<file path="src/shared/pulse_timer_defs.vh">
// Constants for the six-channel externally triggered pulse timer.
// Assumes a 32-bit AHB-Lite register bus and a 100 MHz system clock.
`ifndef PULSE_TIMER_DEFS_VH
`define PULSE_TIMER_DEFS_VH

// Clock and count-time conversion
`define CLK_PERIOD_PS 10000
`define CLK_RATE_MHZ 100
`define MIN_PULSE_WIDTH_NS 50
`define MIN_PULSE_WIDTH_CYC ((`MIN_PULSE_WIDTH_NS * 1000 + `CLK_PERIOD_PS - 1) / `CLK_PERIOD_PS)

// Global register byte offsets
`define OFF_COUNT_START 12'h000
`define OFF_SYNC_SELECT 12'h004
`define OFF_IRQ_STATUS 12'h008
`define OFF_IRQ_MASK 12'h00c
// Channel blocks
`define OFF_CH_BASE 12'h040
`define CH_STRIDE_LOG2 5
`define OFF_CH_CONTROL 3'h0
`define OFF_CH_MODE 3'h1
`define OFF_CH_IO 3'h2
`define OFF_CH_COUNT 3'h3
`define OFF_CH_REG_A 3'h4
`define OFF_CH_REG_B 3'h5
`define OFF_CH_REG_C 3'h6
`define OFF_CH_REG_D 3'h7

// Channel control fields
`define CTL_CLR_LSB 0
`define CTL_PRESC_LSB 2
`define CLR_NONE 2'h0
`define CLR_BY_A 2'h1
`define CLR_BY_B 2'h2
`define CLR_SYNC 2'h3
// Mode fields
`define MODE_PWM1_BIT 0
`define MODE_BUF_A_BIT 1
`define MODE_BUF_B_BIT 2
// I/O control fields
`define IO_CAP_A_BIT 0
`define IO_ACT_B_LSB 1
`define IO_ACT_D_LSB 3
`define ACT_HOLD 2'h0
`define ACT_LOW 2'h1
`define ACT_HIGH 2'h2
`define ACT_TOGGLE 2'h3

// Reset values
`define RST_CONTROL 6'h00
`define RST_MODE 3'h0
`define RST_IO 5'h00
`define RST_COUNT 16'h0000
`define RST_GENERAL 16'hffff

`endif

</file>
<file path="src/rtl/pin_sync.v">
// Three-stage synchroniser for pin inputs with an agreement filter.
// Assumes the inputs are asynchronous to clk; output changes once stages 2 and 3 agree.
`timescale 1ns/1ps
module pin_sync #(
  parameter WIDTH = 6
) (
  input wire clk,
  input wire rst,
  input wire [WIDTH-1:0] pin,
  output reg [WIDTH-1:0] level_q
);

  reg [WIDTH-1:0] s1_q;
  reg [WIDTH-1:0] s2_q;
  reg [WIDTH-1:0] s3_q;
  integer i;

  ////////////////////////////////////////////////////////////////////////////
  // Stage 1 feeds only stage 2; idle pins assumed high
  always @(posedge clk or posedge rst) begin
    if (rst) begin
      s1_q <= {WIDTH{1'b1}};
      s2_q <= {WIDTH{1'b1}};
      s3_q <= {WIDTH{1'b1}};
      level_q <= {WIDTH{1'b1}};
    end else begin
      s1_q <= pin;
      s2_q <= s1_q;
      s3_q <= s2_q;
      for (i = 0; i < WIDTH; i = i + 1) begin
        if (s2_q[i] == s3_q[i]) level_q[i] <= s3_q[i]; // Ignores single-cycle glitches
      end
    end
  end

endmodule // pin_sync

</file>
<file path="src/rtl/timer_channel.v">
// One 16-bit timer channel: counter, four general registers, capture, compare outputs.
// Assumes the top supplies the count enable, sync clear and register write strobes.
`timescale 1ns/1ps
`include "pulse_timer_defs.vh"
module timer_channel (
  input wire clk,
  input wire rst,
  input wire tick,
  input wire cap_fall,
  input wire sync_clr,
  input wire [1:0] clr_src,
  input wire pwm1,
  input wire buf_a,
  input wire buf_b,
  input wire cap_en,
  input wire [1:0] act_b,
  input wire [1:0] act_d,
  input wire wr_en,
  input wire [2:0] wr_sel,
  input wire [15:0] wr_data,
  output reg [15:0] cnt_q,
  output reg [15:0] a_q,
  output reg [15:0] b_q,
  output reg [15:0] c_q,
  output reg [15:0] d_q,
  output wire [3:0] events,
  output wire clr_req,
  output reg out_ab_q,
  output reg out_cd_q
);

  reg clr_pend_q;
  wire cap;
  wire match_a;
  wire match_b;
  wire match_c;
  wire match_d;
  wire ev_a;

  function apply_act;
    input cur;
    input [1:0] act;
    begin
      case (act)
        `ACT_LOW: apply_act = 1'b0;
        `ACT_HIGH: apply_act = 1'b1;
        `ACT_TOGGLE: apply_act = ~cur;
        default: apply_act = cur;
      endcase
    end
  endfunction

  ////////////////////////////////////////////////////////////////////////////
  // Compare only on a count edge; buffer registers never compare
  assign cap = cap_en & cap_fall;
  assign match_a = tick & ~cap_en & (cnt_q == a_q);
  assign match_b = tick & (cnt_q == b_q);
  assign match_c = tick & ~buf_a & (cnt_q == c_q);
  assign match_d = tick & ~buf_b & (cnt_q == d_q);
  assign ev_a = cap | match_a;
  assign events = {match_d, match_c, match_b, ev_a};
  // Own clear source, also offered to the sync group
  assign clr_req = ((clr_src == `CLR_BY_A) & ev_a) | ((clr_src == `CLR_BY_B) & match_b);

  ////////////////////////////////////////////////////////////////////////////
  // Counter; a clear is held until the next count edge, then loads zero
  always @(posedge clk or posedge rst) begin
    if (rst) begin
      cnt_q <= `RST_COUNT;
      clr_pend_q <= 1'b0;
    end else begin
      if (wr_en && wr_sel == `OFF_CH_COUNT) begin
        cnt_q <= wr_data;
      end else if (tick) begin
        cnt_q <= clr_pend_q ? 16'h0000 : cnt_q + 16'h0001;
      end
      if (clr_req | ((clr_src == `CLR_SYNC) & sync_clr)) begin
        clr_pend_q <= 1'b1;
      end else if (tick) begin
        clr_pend_q <= 1'b0;
      end
    end
  end

  ////////////////////////////////////////////////////////////////////////////
  // General registers; hardware updates win over a software write
  always @(posedge clk or posedge rst) begin
    if (rst) begin
      a_q <= `RST_GENERAL;
      b_q <= `RST_GENERAL;
      c_q <= `RST_GENERAL;
      d_q <= `RST_GENERAL;
    end else begin
      if (cap) a_q <= cnt_q;
      else if (buf_a & match_a) a_q <= c_q;
      else if (wr_en && wr_sel == `OFF_CH_REG_A) a_q <= wr_data;
      if (buf_b & match_b) b_q <= d_q;
      else if (wr_en && wr_sel == `OFF_CH_REG_B) b_q <= wr_data;
      if (wr_en && wr_sel == `OFF_CH_REG_C) c_q <= wr_data;
      if (wr_en && wr_sel == `OFF_CH_REG_D) d_q <= wr_data;
    end
  end

  ////////////////////////////////////////////////////////////////////////////
  // Output pins: PWM mode 1 pairs, or per-register action in normal mode
  always @(posedge clk or posedge rst) begin
    if (rst) begin
      out_ab_q <= 1'b0;
      out_cd_q <= 1'b0;
    end else if (pwm1) begin
      if (match_b) out_ab_q <= 1'b1;
      else if (match_a) out_ab_q <= 1'b0;
      if (match_d) out_cd_q <= 1'b1;
      else if (match_c) out_cd_q <= 1'b0;
    end else begin
      if (match_b) out_ab_q <= apply_act(out_ab_q, act_b);
      if (match_d) out_cd_q <= apply_act(out_cd_q, act_d);
    end
  end

endmodule // timer_channel

</file>
<file path="src/rtl/pulse_timer_unit.v">
// Six-channel 16-bit pulse timer with AHB-Lite register slave.
// Assumes one 100 MHz clock, asynchronous capture pins, an external DMA unit.
//
// Summary of operation
// - Channel 0 counter clears on each register A input capture.
// - Sync-clear channels clear together with the channel raising the clear.
// - Sync select bits group channels for common preset and clear.
// - PWM mode 1: first register of pair drives 0, second drives 1.
// - Second compare register holds pulse delay count after the falling edge.
// - Paired compare register ends the pulse, fixing its width.
// - Buffered mode copies buffer register into general register on compare match.
// - Channel 0 input capture raises a DMA transfer request.
// - One-shot: A captures falling edge, B compare match toggles output.
// - B holds delay buffered by D; C marks pulse disable count.
// - C match sets its flag, interrupts when enabled; handler clears it.
// - DMA channels write prepared words into delay and I/O registers.
// - Time equals count times clock period times input division.
// - Start register starts or stops selected counters together.
`timescale 1ns/1ps
`include "pulse_timer_defs.vh"
module pulse_timer_unit (
  input wire CLOCK,
  input wire RST,
  input wire HSEL,
  input wire [31:0] HADDR,
  input wire [1:0] HTRANS,
  input wire HWRITE,
  input wire [2:0] HSIZE,
  input wire [31:0] HWDATA,
  input wire HREADY,
  output reg [31:0] HRDATA,
  output wire HREADYOUT,
  output wire HRESP,
  input wire [5:0] CAPTURE_IN,
  output wire [5:0] OUT_AB,
  output wire [5:0] OUT_CD,
  output wire IRQ,
  output reg DMA_REQ
);

  // Global state
  reg [5:0] start_q;
  reg [5:0] sync_q;
  reg [23:0] status_q;
  reg [23:0] mask_q;
  reg [5:0] presc_q;
  reg [5:0] ctl_q [0:5];
  reg [2:0] mode_q [0:5];
  reg [4:0] io_q [0:5];

  // Bus and capture edge state
  reg wr_pend_q;
  reg rd_pend_q;
  reg [11:0] addr_q;
  wire addr_phase;
  wire [5:0] pin_level;
  reg [5:0] pin_prev_q;
  wire [5:0] cap_fall;

  // Channel wiring
  wire [15:0] cnt_w [0:5];
  wire [15:0] a_w [0:5];
  wire [15:0] b_w [0:5];
  wire [15:0] c_w [0:5];
  wire [15:0] d_w [0:5];
  wire [23:0] events;
  wire [5:0] clr_req;
  wire [5:0] tick;
  wire group_clr;
  wire [5:0] ch_wr;
  wire cnt_preset;
  wire [2:0] wr_sel;
  reg [31:0] rd_mux;

  // Channel index of a byte address, 7 when not a channel block
  function [2:0] ch_of;
    input [11:0] a;
    reg [11:0] off;
    begin
      off = a - `OFF_CH_BASE;
      if (a >= `OFF_CH_BASE && a < `OFF_CH_BASE + 12'h0c0) begin
        ch_of = off[`CH_STRIDE_LOG2 +: 3]; // Six blocks only, so three bits suffice
      end else begin
        ch_of = 3'h7;
      end
    end
  endfunction

  // Register slot within a channel block
  function [2:0] slot_of;
    input [11:0] a;
    begin
      slot_of = a[4:2];
    end
  endfunction

  // Count enable for a prescale select: 1, 4, 16 or 64 clocks
  function div_en;
    input [1:0] sel;
    input [5:0] pc;
    begin
      case (sel)
        2'h0: div_en = 1'b1;
        2'h1: div_en = (pc[1:0] == 2'h0);
        2'h2: div_en = (pc[3:0] == 4'h0);
        default: div_en = (pc == 6'h00);
      endcase
    end
  endfunction

  ////////////////////////////////////////////////////////////////////////////
  // AHB-Lite slave: writes zero-wait, reads one wait state for a registered HRDATA
  assign addr_phase = HSEL & HTRANS[1] & HREADY;
  assign HREADYOUT = ~rd_pend_q;
  assign HRESP = 1'b0;

  always @(posedge CLOCK or posedge RST) begin
    if (RST) begin
      wr_pend_q <= 1'b0;
      rd_pend_q <= 1'b0;
      addr_q <= 12'h000;
      HRDATA <= 32'h00000000;
    end else begin
      if (rd_pend_q) begin
        HRDATA <= rd_mux;
        rd_pend_q <= 1'b0;
      end else begin
        wr_pend_q <= addr_phase & HWRITE;
        rd_pend_q <= addr_phase & ~HWRITE;
        if (addr_phase) addr_q <= {HADDR[11:2], 2'b00};
      end
    end
  end

  ////////////////////////////////////////////////////////////////////////////
  // Capture pins pass the three-stage filter, then falling edges are found
  pin_sync #(
    .WIDTH(6)
  ) u_sync (
    .clk(CLOCK),
    .rst(RST),
    .pin(CAPTURE_IN),
    .level_q(pin_level)
  );

  assign cap_fall = pin_prev_q & ~pin_level;

  // Prescaler, shared so synchronised channels count on the same edges
  always @(posedge CLOCK or posedge RST) begin
    if (RST) begin
      pin_prev_q <= 6'h3f;
      presc_q <= 6'h00;
    end else begin
      pin_prev_q <= pin_level;
      presc_q <= presc_q + 6'h01;
    end
  end

  ////////////////////////////////////////////////////////////////////////////
  // Global registers; status flags are sticky and set beats clear
  always @(posedge CLOCK or posedge RST) begin
    if (RST) begin
      start_q <= 6'h00;
      sync_q <= 6'h00;
      status_q <= 24'h000000;
      mask_q <= 24'h000000;
    end else begin
      if (wr_pend_q && addr_q == `OFF_COUNT_START) start_q <= HWDATA[5:0];
      if (wr_pend_q && addr_q == `OFF_SYNC_SELECT) sync_q <= HWDATA[5:0];
      if (wr_pend_q && addr_q == `OFF_IRQ_MASK) mask_q <= HWDATA[23:0];
      if (wr_pend_q && addr_q == `OFF_IRQ_STATUS) begin
        status_q <= (status_q & ~HWDATA[23:0]) | events;
      end else begin
        status_q <= status_q | events;
      end
    end
  end

  assign IRQ = |(status_q & mask_q);

  // DMA request on every channel 0 capture; one pulse per event
  always @(posedge CLOCK or posedge RST) begin
    if (RST) begin
      DMA_REQ <= 1'b0;
    end else begin
      DMA_REQ <= cap_fall[0] & io_q[0][`IO_CAP_A_BIT];
    end
  end

  ////////////////////////////////////////////////////////////////////////////
  // Channel configuration registers
  assign wr_sel = slot_of(addr_q);
  assign cnt_preset = wr_pend_q && wr_sel == `OFF_CH_COUNT && ch_of(addr_q) != 3'h7
                      && sync_q[ch_of(addr_q)];

  genvar g;
  generate
    for (g = 0; g < 6; g = g + 1) begin : ch
      // A preset of one grouped counter presets the whole group
      assign ch_wr[g] = wr_pend_q && ((ch_of(addr_q) == g)
                        || (cnt_preset && sync_q[g]));
      // Start gating with prescale; count period scales time per count
      assign tick[g] = start_q[g] & div_en(ctl_q[g][`CTL_PRESC_LSB +: 2], presc_q);

      always @(posedge CLOCK or posedge RST) begin
        if (RST) begin
          ctl_q[g] <= `RST_CONTROL;
          mode_q[g] <= `RST_MODE;
          io_q[g] <= `RST_IO;
        end else if (wr_pend_q && ch_of(addr_q) == g) begin
          if (wr_sel == `OFF_CH_CONTROL) ctl_q[g] <= HWDATA[5:0];
          if (wr_sel == `OFF_CH_MODE) mode_q[g] <= HWDATA[2:0];
          if (wr_sel == `OFF_CH_IO) io_q[g] <= HWDATA[4:0];
        end
      end

      timer_channel u_ch (
        .clk(CLOCK),
        .rst(RST),
        .tick(tick[g]),
        .cap_fall(cap_fall[g]),
        .sync_clr(group_clr & sync_q[g]),
        .clr_src(ctl_q[g][`CTL_CLR_LSB +: 2]),
        .pwm1(mode_q[g][`MODE_PWM1_BIT]),
        .buf_a(mode_q[g][`MODE_BUF_A_BIT]),
        .buf_b(mode_q[g][`MODE_BUF_B_BIT]),
        .cap_en(io_q[g][`IO_CAP_A_BIT]),
        .act_b(io_q[g][`IO_ACT_B_LSB +: 2]),
        .act_d(io_q[g][`IO_ACT_D_LSB +: 2]),
        .wr_en(ch_wr[g]),
        .wr_sel(wr_sel),
        .wr_data(HWDATA[15:0]),
        .cnt_q(cnt_w[g]),
        .a_q(a_w[g]),
        .b_q(b_w[g]),
        .c_q(c_w[g]),
        .d_q(d_w[g]),
        .events(events[4*g +: 4]),
        .clr_req(clr_req[g]),
        .out_ab_q(OUT_AB[g]),
        .out_cd_q(OUT_CD[g])
      );
    end
  endgenerate

  // Clear raised by any grouped channel reaches every sync-clear member
  assign group_clr = |(clr_req & sync_q);

  ////////////////////////////////////////////////////////////////////////////
  // Read mux; unmapped addresses read zero
  always @* begin
    rd_mux = 32'h00000000;
    case (addr_q)
      `OFF_COUNT_START: rd_mux = {26'h0000000, start_q};
      `OFF_SYNC_SELECT: rd_mux = {26'h0000000, sync_q};
      `OFF_IRQ_STATUS: rd_mux = {8'h00, status_q};
      `OFF_IRQ_MASK: rd_mux = {8'h00, mask_q};
      default: begin
        if (ch_of(addr_q) != 3'h7) begin
          case (slot_of(addr_q))
            `OFF_CH_CONTROL: rd_mux = {26'h0000000, ctl_q[ch_of(addr_q)]};
            `OFF_CH_MODE: rd_mux = {29'h00000000, mode_q[ch_of(addr_q)]};
            `OFF_CH_IO: rd_mux = {27'h0000000, io_q[ch_of(addr_q)]};
            `OFF_CH_COUNT: rd_mux = {16'h0000, cnt_w[ch_of(addr_q)]};
            `OFF_CH_REG_A: rd_mux = {16'h0000, a_w[ch_of(addr_q)]};
            `OFF_CH_REG_B: rd_mux = {16'h0000, b_w[ch_of(addr_q)]};
            `OFF_CH_REG_C: rd_mux = {16'h0000, c_w[ch_of(addr_q)]};
            default: rd_mux = {16'h0000, d_w[ch_of(addr_q)]};
          endcase
        end
      end
    endcase
  end

endmodule // pulse_timer_unit

</file>
<file path="config.mk">
export PLATFORM = sky130hd
export DESIGN_NAME = pulse_timer_unit
export DESIGN_NICKNAME = d
export VERILOG_FILES = /design/src/rtl/pin_sync.v /design/src/rtl/timer_channel.v /design/src/rtl/pulse_timer_unit.v
export VERILOG_INCLUDE_DIRS = /design/src /design/src/shared
export SDC_FILE = /design/constraint.sdc
export NUM_CORES = 2
export LEC_CHECK = 0
export BUFFER_PORTS_ARGS = -buffer_cell sky130_fd_sc_hd__buf_2
export CAP_MARGIN = 10
export CORE_MARGIN = 5
export CORE_UTILIZATION = 35
export DETAILED_ROUTE_END_ITERATION = 7
export SYNTH_ARGS = -nofsm -noshare
export SYNTH_HDL_FRONTEND = slang
export SYNTH_HIERARCHICAL = 1
export SYNTH_SLANG_ARGS = --single-unit
</file>
<file path="constraint.sdc">
create_clock -name CLOCK -period 10.26 [get_ports CLOCK]
set_input_delay 1.539 -clock CLOCK [delete_from_list [all_inputs] [get_ports CLOCK]]
set_output_delay 1.539 -clock CLOCK [all_outputs]
set_load 0.005 [all_outputs]
</file>
==> metrics.csv <==
metric,value,unit
status,"finished, violations left",
violations,capacitance limit,
drtIter0Drc,5977,
nets,4477,
dieArea,138000,µm²
syn_area_per_cell,10.3,µm²
synth_cell_types,90,
endpoint_kind,flip-flop,
num_rows,132,
hold_viol,0,
vias,39600,
cts_post_setup_buffers_inserted,0,
yosys-top-cells-area,"dfstp_2 (24%), dfrtp_1 (16%), mux2_2 (12%)",
grt_max_degree,80,
clk_pin_slew,0.06,ns
setup_violations,0,
leakagePower,20.0,nW
area_growth,10.2,%
yosys.area.top_type_share,0.237,
post_cts_resized,0,
syn_inst,4451,
hold_class,reg -> reg,
synth_edf_count,0,
tightest_slew,1.47,ns
r2r-end,ch[0].u_ch/cnt_q[14],
power_density,195,nW/µm²
grt_pass1_wl,279000,µm
drc_errors,0,
tns,0,ns
die_h,372,µm
dp_cells,6027,
grt_pass1_vias,37400,
final_util,0.389,
hold_path_depth,0,
gp_congestion,1.04,
maxClockFrequency,160,MHz
reg2regPathDepth,15,
finalPower,9.88,mW
yosys_warnings,6,
cp-start-kind,flip-flop,
skew,0.0463,ns
port_buffers,84,
wire_per_inst,31.8,µm
maxSlewHeadroom,0.0143,
cp.arrival,6.89,ns
cts.sinks,715,
drv_slew,0,
synth-seq-cells,715,
layout-drive-gt1-share,0.327,
cp_max_fo,30,
wl,197000,µm
cts_tree,built,
drt_first_pass_iters,7,
synth_top_cell_by_area,dfstp_2,
die_x,372,µm
max-vdd-ir-drop,0.120,mV
ys_seq_area_frac,0.401,
overflow,0,
clockBufferDepth,3,
crit_start,addr_q[7],
min_to,u_sync/s2_q[3],
design.core.area,130000,µm²
root_buffer,clkbuf_16,
period_needed,6.26,ns
initial_core_util,0.353,
criticalPathCategory,reg -> reg,
boundaryPins,128,
worstSkewPairLatency,0.71,ns
ctsHoldBuffers,0,
drv_cap,1,
final_cells,6195,
viasPerCell,6.39,
r2r_setup_slack,4.00,ns
min_period_over_period,0.611,
required,10.88,ns
ys_async_sr_fraction,1.00,
h-tree-depth,3,
reg2reg_from,addr_q[7],
cts_buffers,85,
synth_area,45900,µm²
synthFlopType,dfstp_2,
ant_nets,0,
rsz0062_at_grt,no,
grt_usage,0.276,
dpl.hpwl,134000,µm
min_from,u_sync/s1_q[3],
antenna_found_initial,14,
[routing by layer]
| layer | track usage | wire, µm | vias to the layer above | part of all wire |
|---|---|---|---|---|
| met4 | 0.175 | 15500 | 6 | 0.079 |
| li1 | - | - | 16400 | - |
| met1 | 0.365 | 76500 | 19800 | 0.39 |
| met2 | 0.398 | 82000 | 2712 | 0.42 |
| met3 | 0.0765 | 22900 | 684 | 0.12 |
| met5 | 0 | 43 | - | 0.00022 |
[critical path, cell delays in order, from the launching register on]
cell      delay, ns
dfrtp_1        0.37
inv_1          0.16
ha_1           0.16
or4b_4         0.55
o21ai_1        0.18
and3_1         0.63
buf_4          0.46
a221o_1        0.17
nand2_1        0.06
nor3_2         0.66
a2bb2o_1       0.57
nand4b_1       0.87
a211o_1        0.59
or4_1          0.43
xor2_1         0.16
o21ai_1        0.13
[state kept, by name, indices dropped and copies added, names as in the netlist, 10 cells and up]
signal,count
ch.u_ch/a_q,96
ch.u_ch/b_q,96
ch.u_ch/c_q,96
ch.u_ch/cnt_q,96
ch.u_ch/d_q,96
ctl_q,36
io_q,30
HRDATA,24
mask_q,24
status_q,24
mode_q,18
addr_q,10
[cells in the mapped netlist (all sizes together), types with 103 or more instances]
cell,n
mux2,531
dfstp,414
nand2,363
dfrtp,301
xor2,301
buf,217
a21oi,192
clkbuf,179
nor2,165
inv,109
o221ai,109
o2bb2ai,109
or3,103
[per-stage QoR]
| stage | worst slack [ns] | cell area [µm²] | hold WS [ns] |
|---|---|---|---|
| global route | 3.90 | 50600 | 0.357 |
| global placement | 4.34 | 47600 | 0.348 |
| detailed placement | 4.32 | 47600 | 0.348 |
| CTS | 4.24 | 50600 | 0.356 |
| finish | 4.00 | 50600 | 0.354 |
| floorplan | 3.48 | 45900 | 0.345 |
[how the worst max path moves through the flow]
stage / endpoint / slack [ns] / cells past startpoint
finish: ch[0].u_ch/cnt_q[14] / 4.00 / 15
global route: ch[0].u_ch/cnt_q[14] / 3.90 / 15
CTS: ch[0].u_ch/cnt_q[14] / 4.24 / 15
detailed placement: ch[0].u_ch/cnt_q[14] / 4.32 / 15
global placement: ch[0].u_ch/cnt_q[14] / 4.34 / 15
floorplan: DMA_REQ / 3.48 / 1
[final cells by class]
class | instances | area, µm²
Antenna cell | 8 | 20.0
Inverter | 110 | 428
Multi-Input combinational cell | 3238 | 25100
Timing Repair Buffer | 224 | 1480
Clock buffer | 133 | 2610
Tap cell | 1742 | 2180
Clock inverter | 25 | 347
Sequential cell | 715 | 18400
Fill cell | 12700 | 79400
[layout by cell type (no fill, tap or decap), types with 28 or more instances in the layout]
| master | netlist | layout |
|---|---|---|
| dfrtp_1 | 301 | 297 |
| mux2_2 | 471 | 471 |
| or3_1 | 103 | 103 |
| a22oi_1 | 87 | 87 |
| xnor2_1 | 93 | 93 |
| nor2_1 | 165 | 163 |
| o31ai_1 | 39 | 39 |
| o32ai_1 | 97 | 97 |
| clkbuf_16 | 0 | 86 |
| o21a_1 | 56 | 56 |
| o2bb2ai_1 | 109 | 109 |
| nand2_1 | 363 | 362 |
| nand3_1 | 73 | 73 |
| nor4_1 | 63 | 62 |
| a21oi_1 | 192 | 192 |
| o221a_2 | 32 | 32 |
| dfstp_2 | 414 | 414 |
| buf_2 | 83 | 84 |
| clkbuf_8 | 0 | 28 |
| nand4_1 | 61 | 61 |
| mux2i_1 | 65 | 65 |
| o22ai_1 | 49 | 49 |
| buf_4 | 82 | 138 |
| xor2_1 | 301 | 301 |
| o221ai_1 | 109 | 109 |
| mux2_4 | 60 | 60 |
| inv_1 | 109 | 102 |
| nor3_1 | 87 | 87 |
| o21ai_0 | 85 | 85 |
[cell families after synthesis]
| logic type | share of synthesized area |
|---|---|
| compound gates | 0.174 |
| other cells | 0.0000817 |
| fa+ha+maj | 0.00774 |
| buf+inv | 0.0559 |
| simple gates | 0.133 |
| mux | 0.152 |
| flops | 0.401 |
| xor+xnor | 0.0752 |
[power breakdown]
group / internal [mW] / switching [mW] / leakage, nW
Combinational: 1.02 / 1.85 / 10.5
Sequential: 3.20 / 0.557 / 8.02
Clock: 1.91 / 1.35 / 1.46
Note: power is estimated with default switching activity, not from simulation.
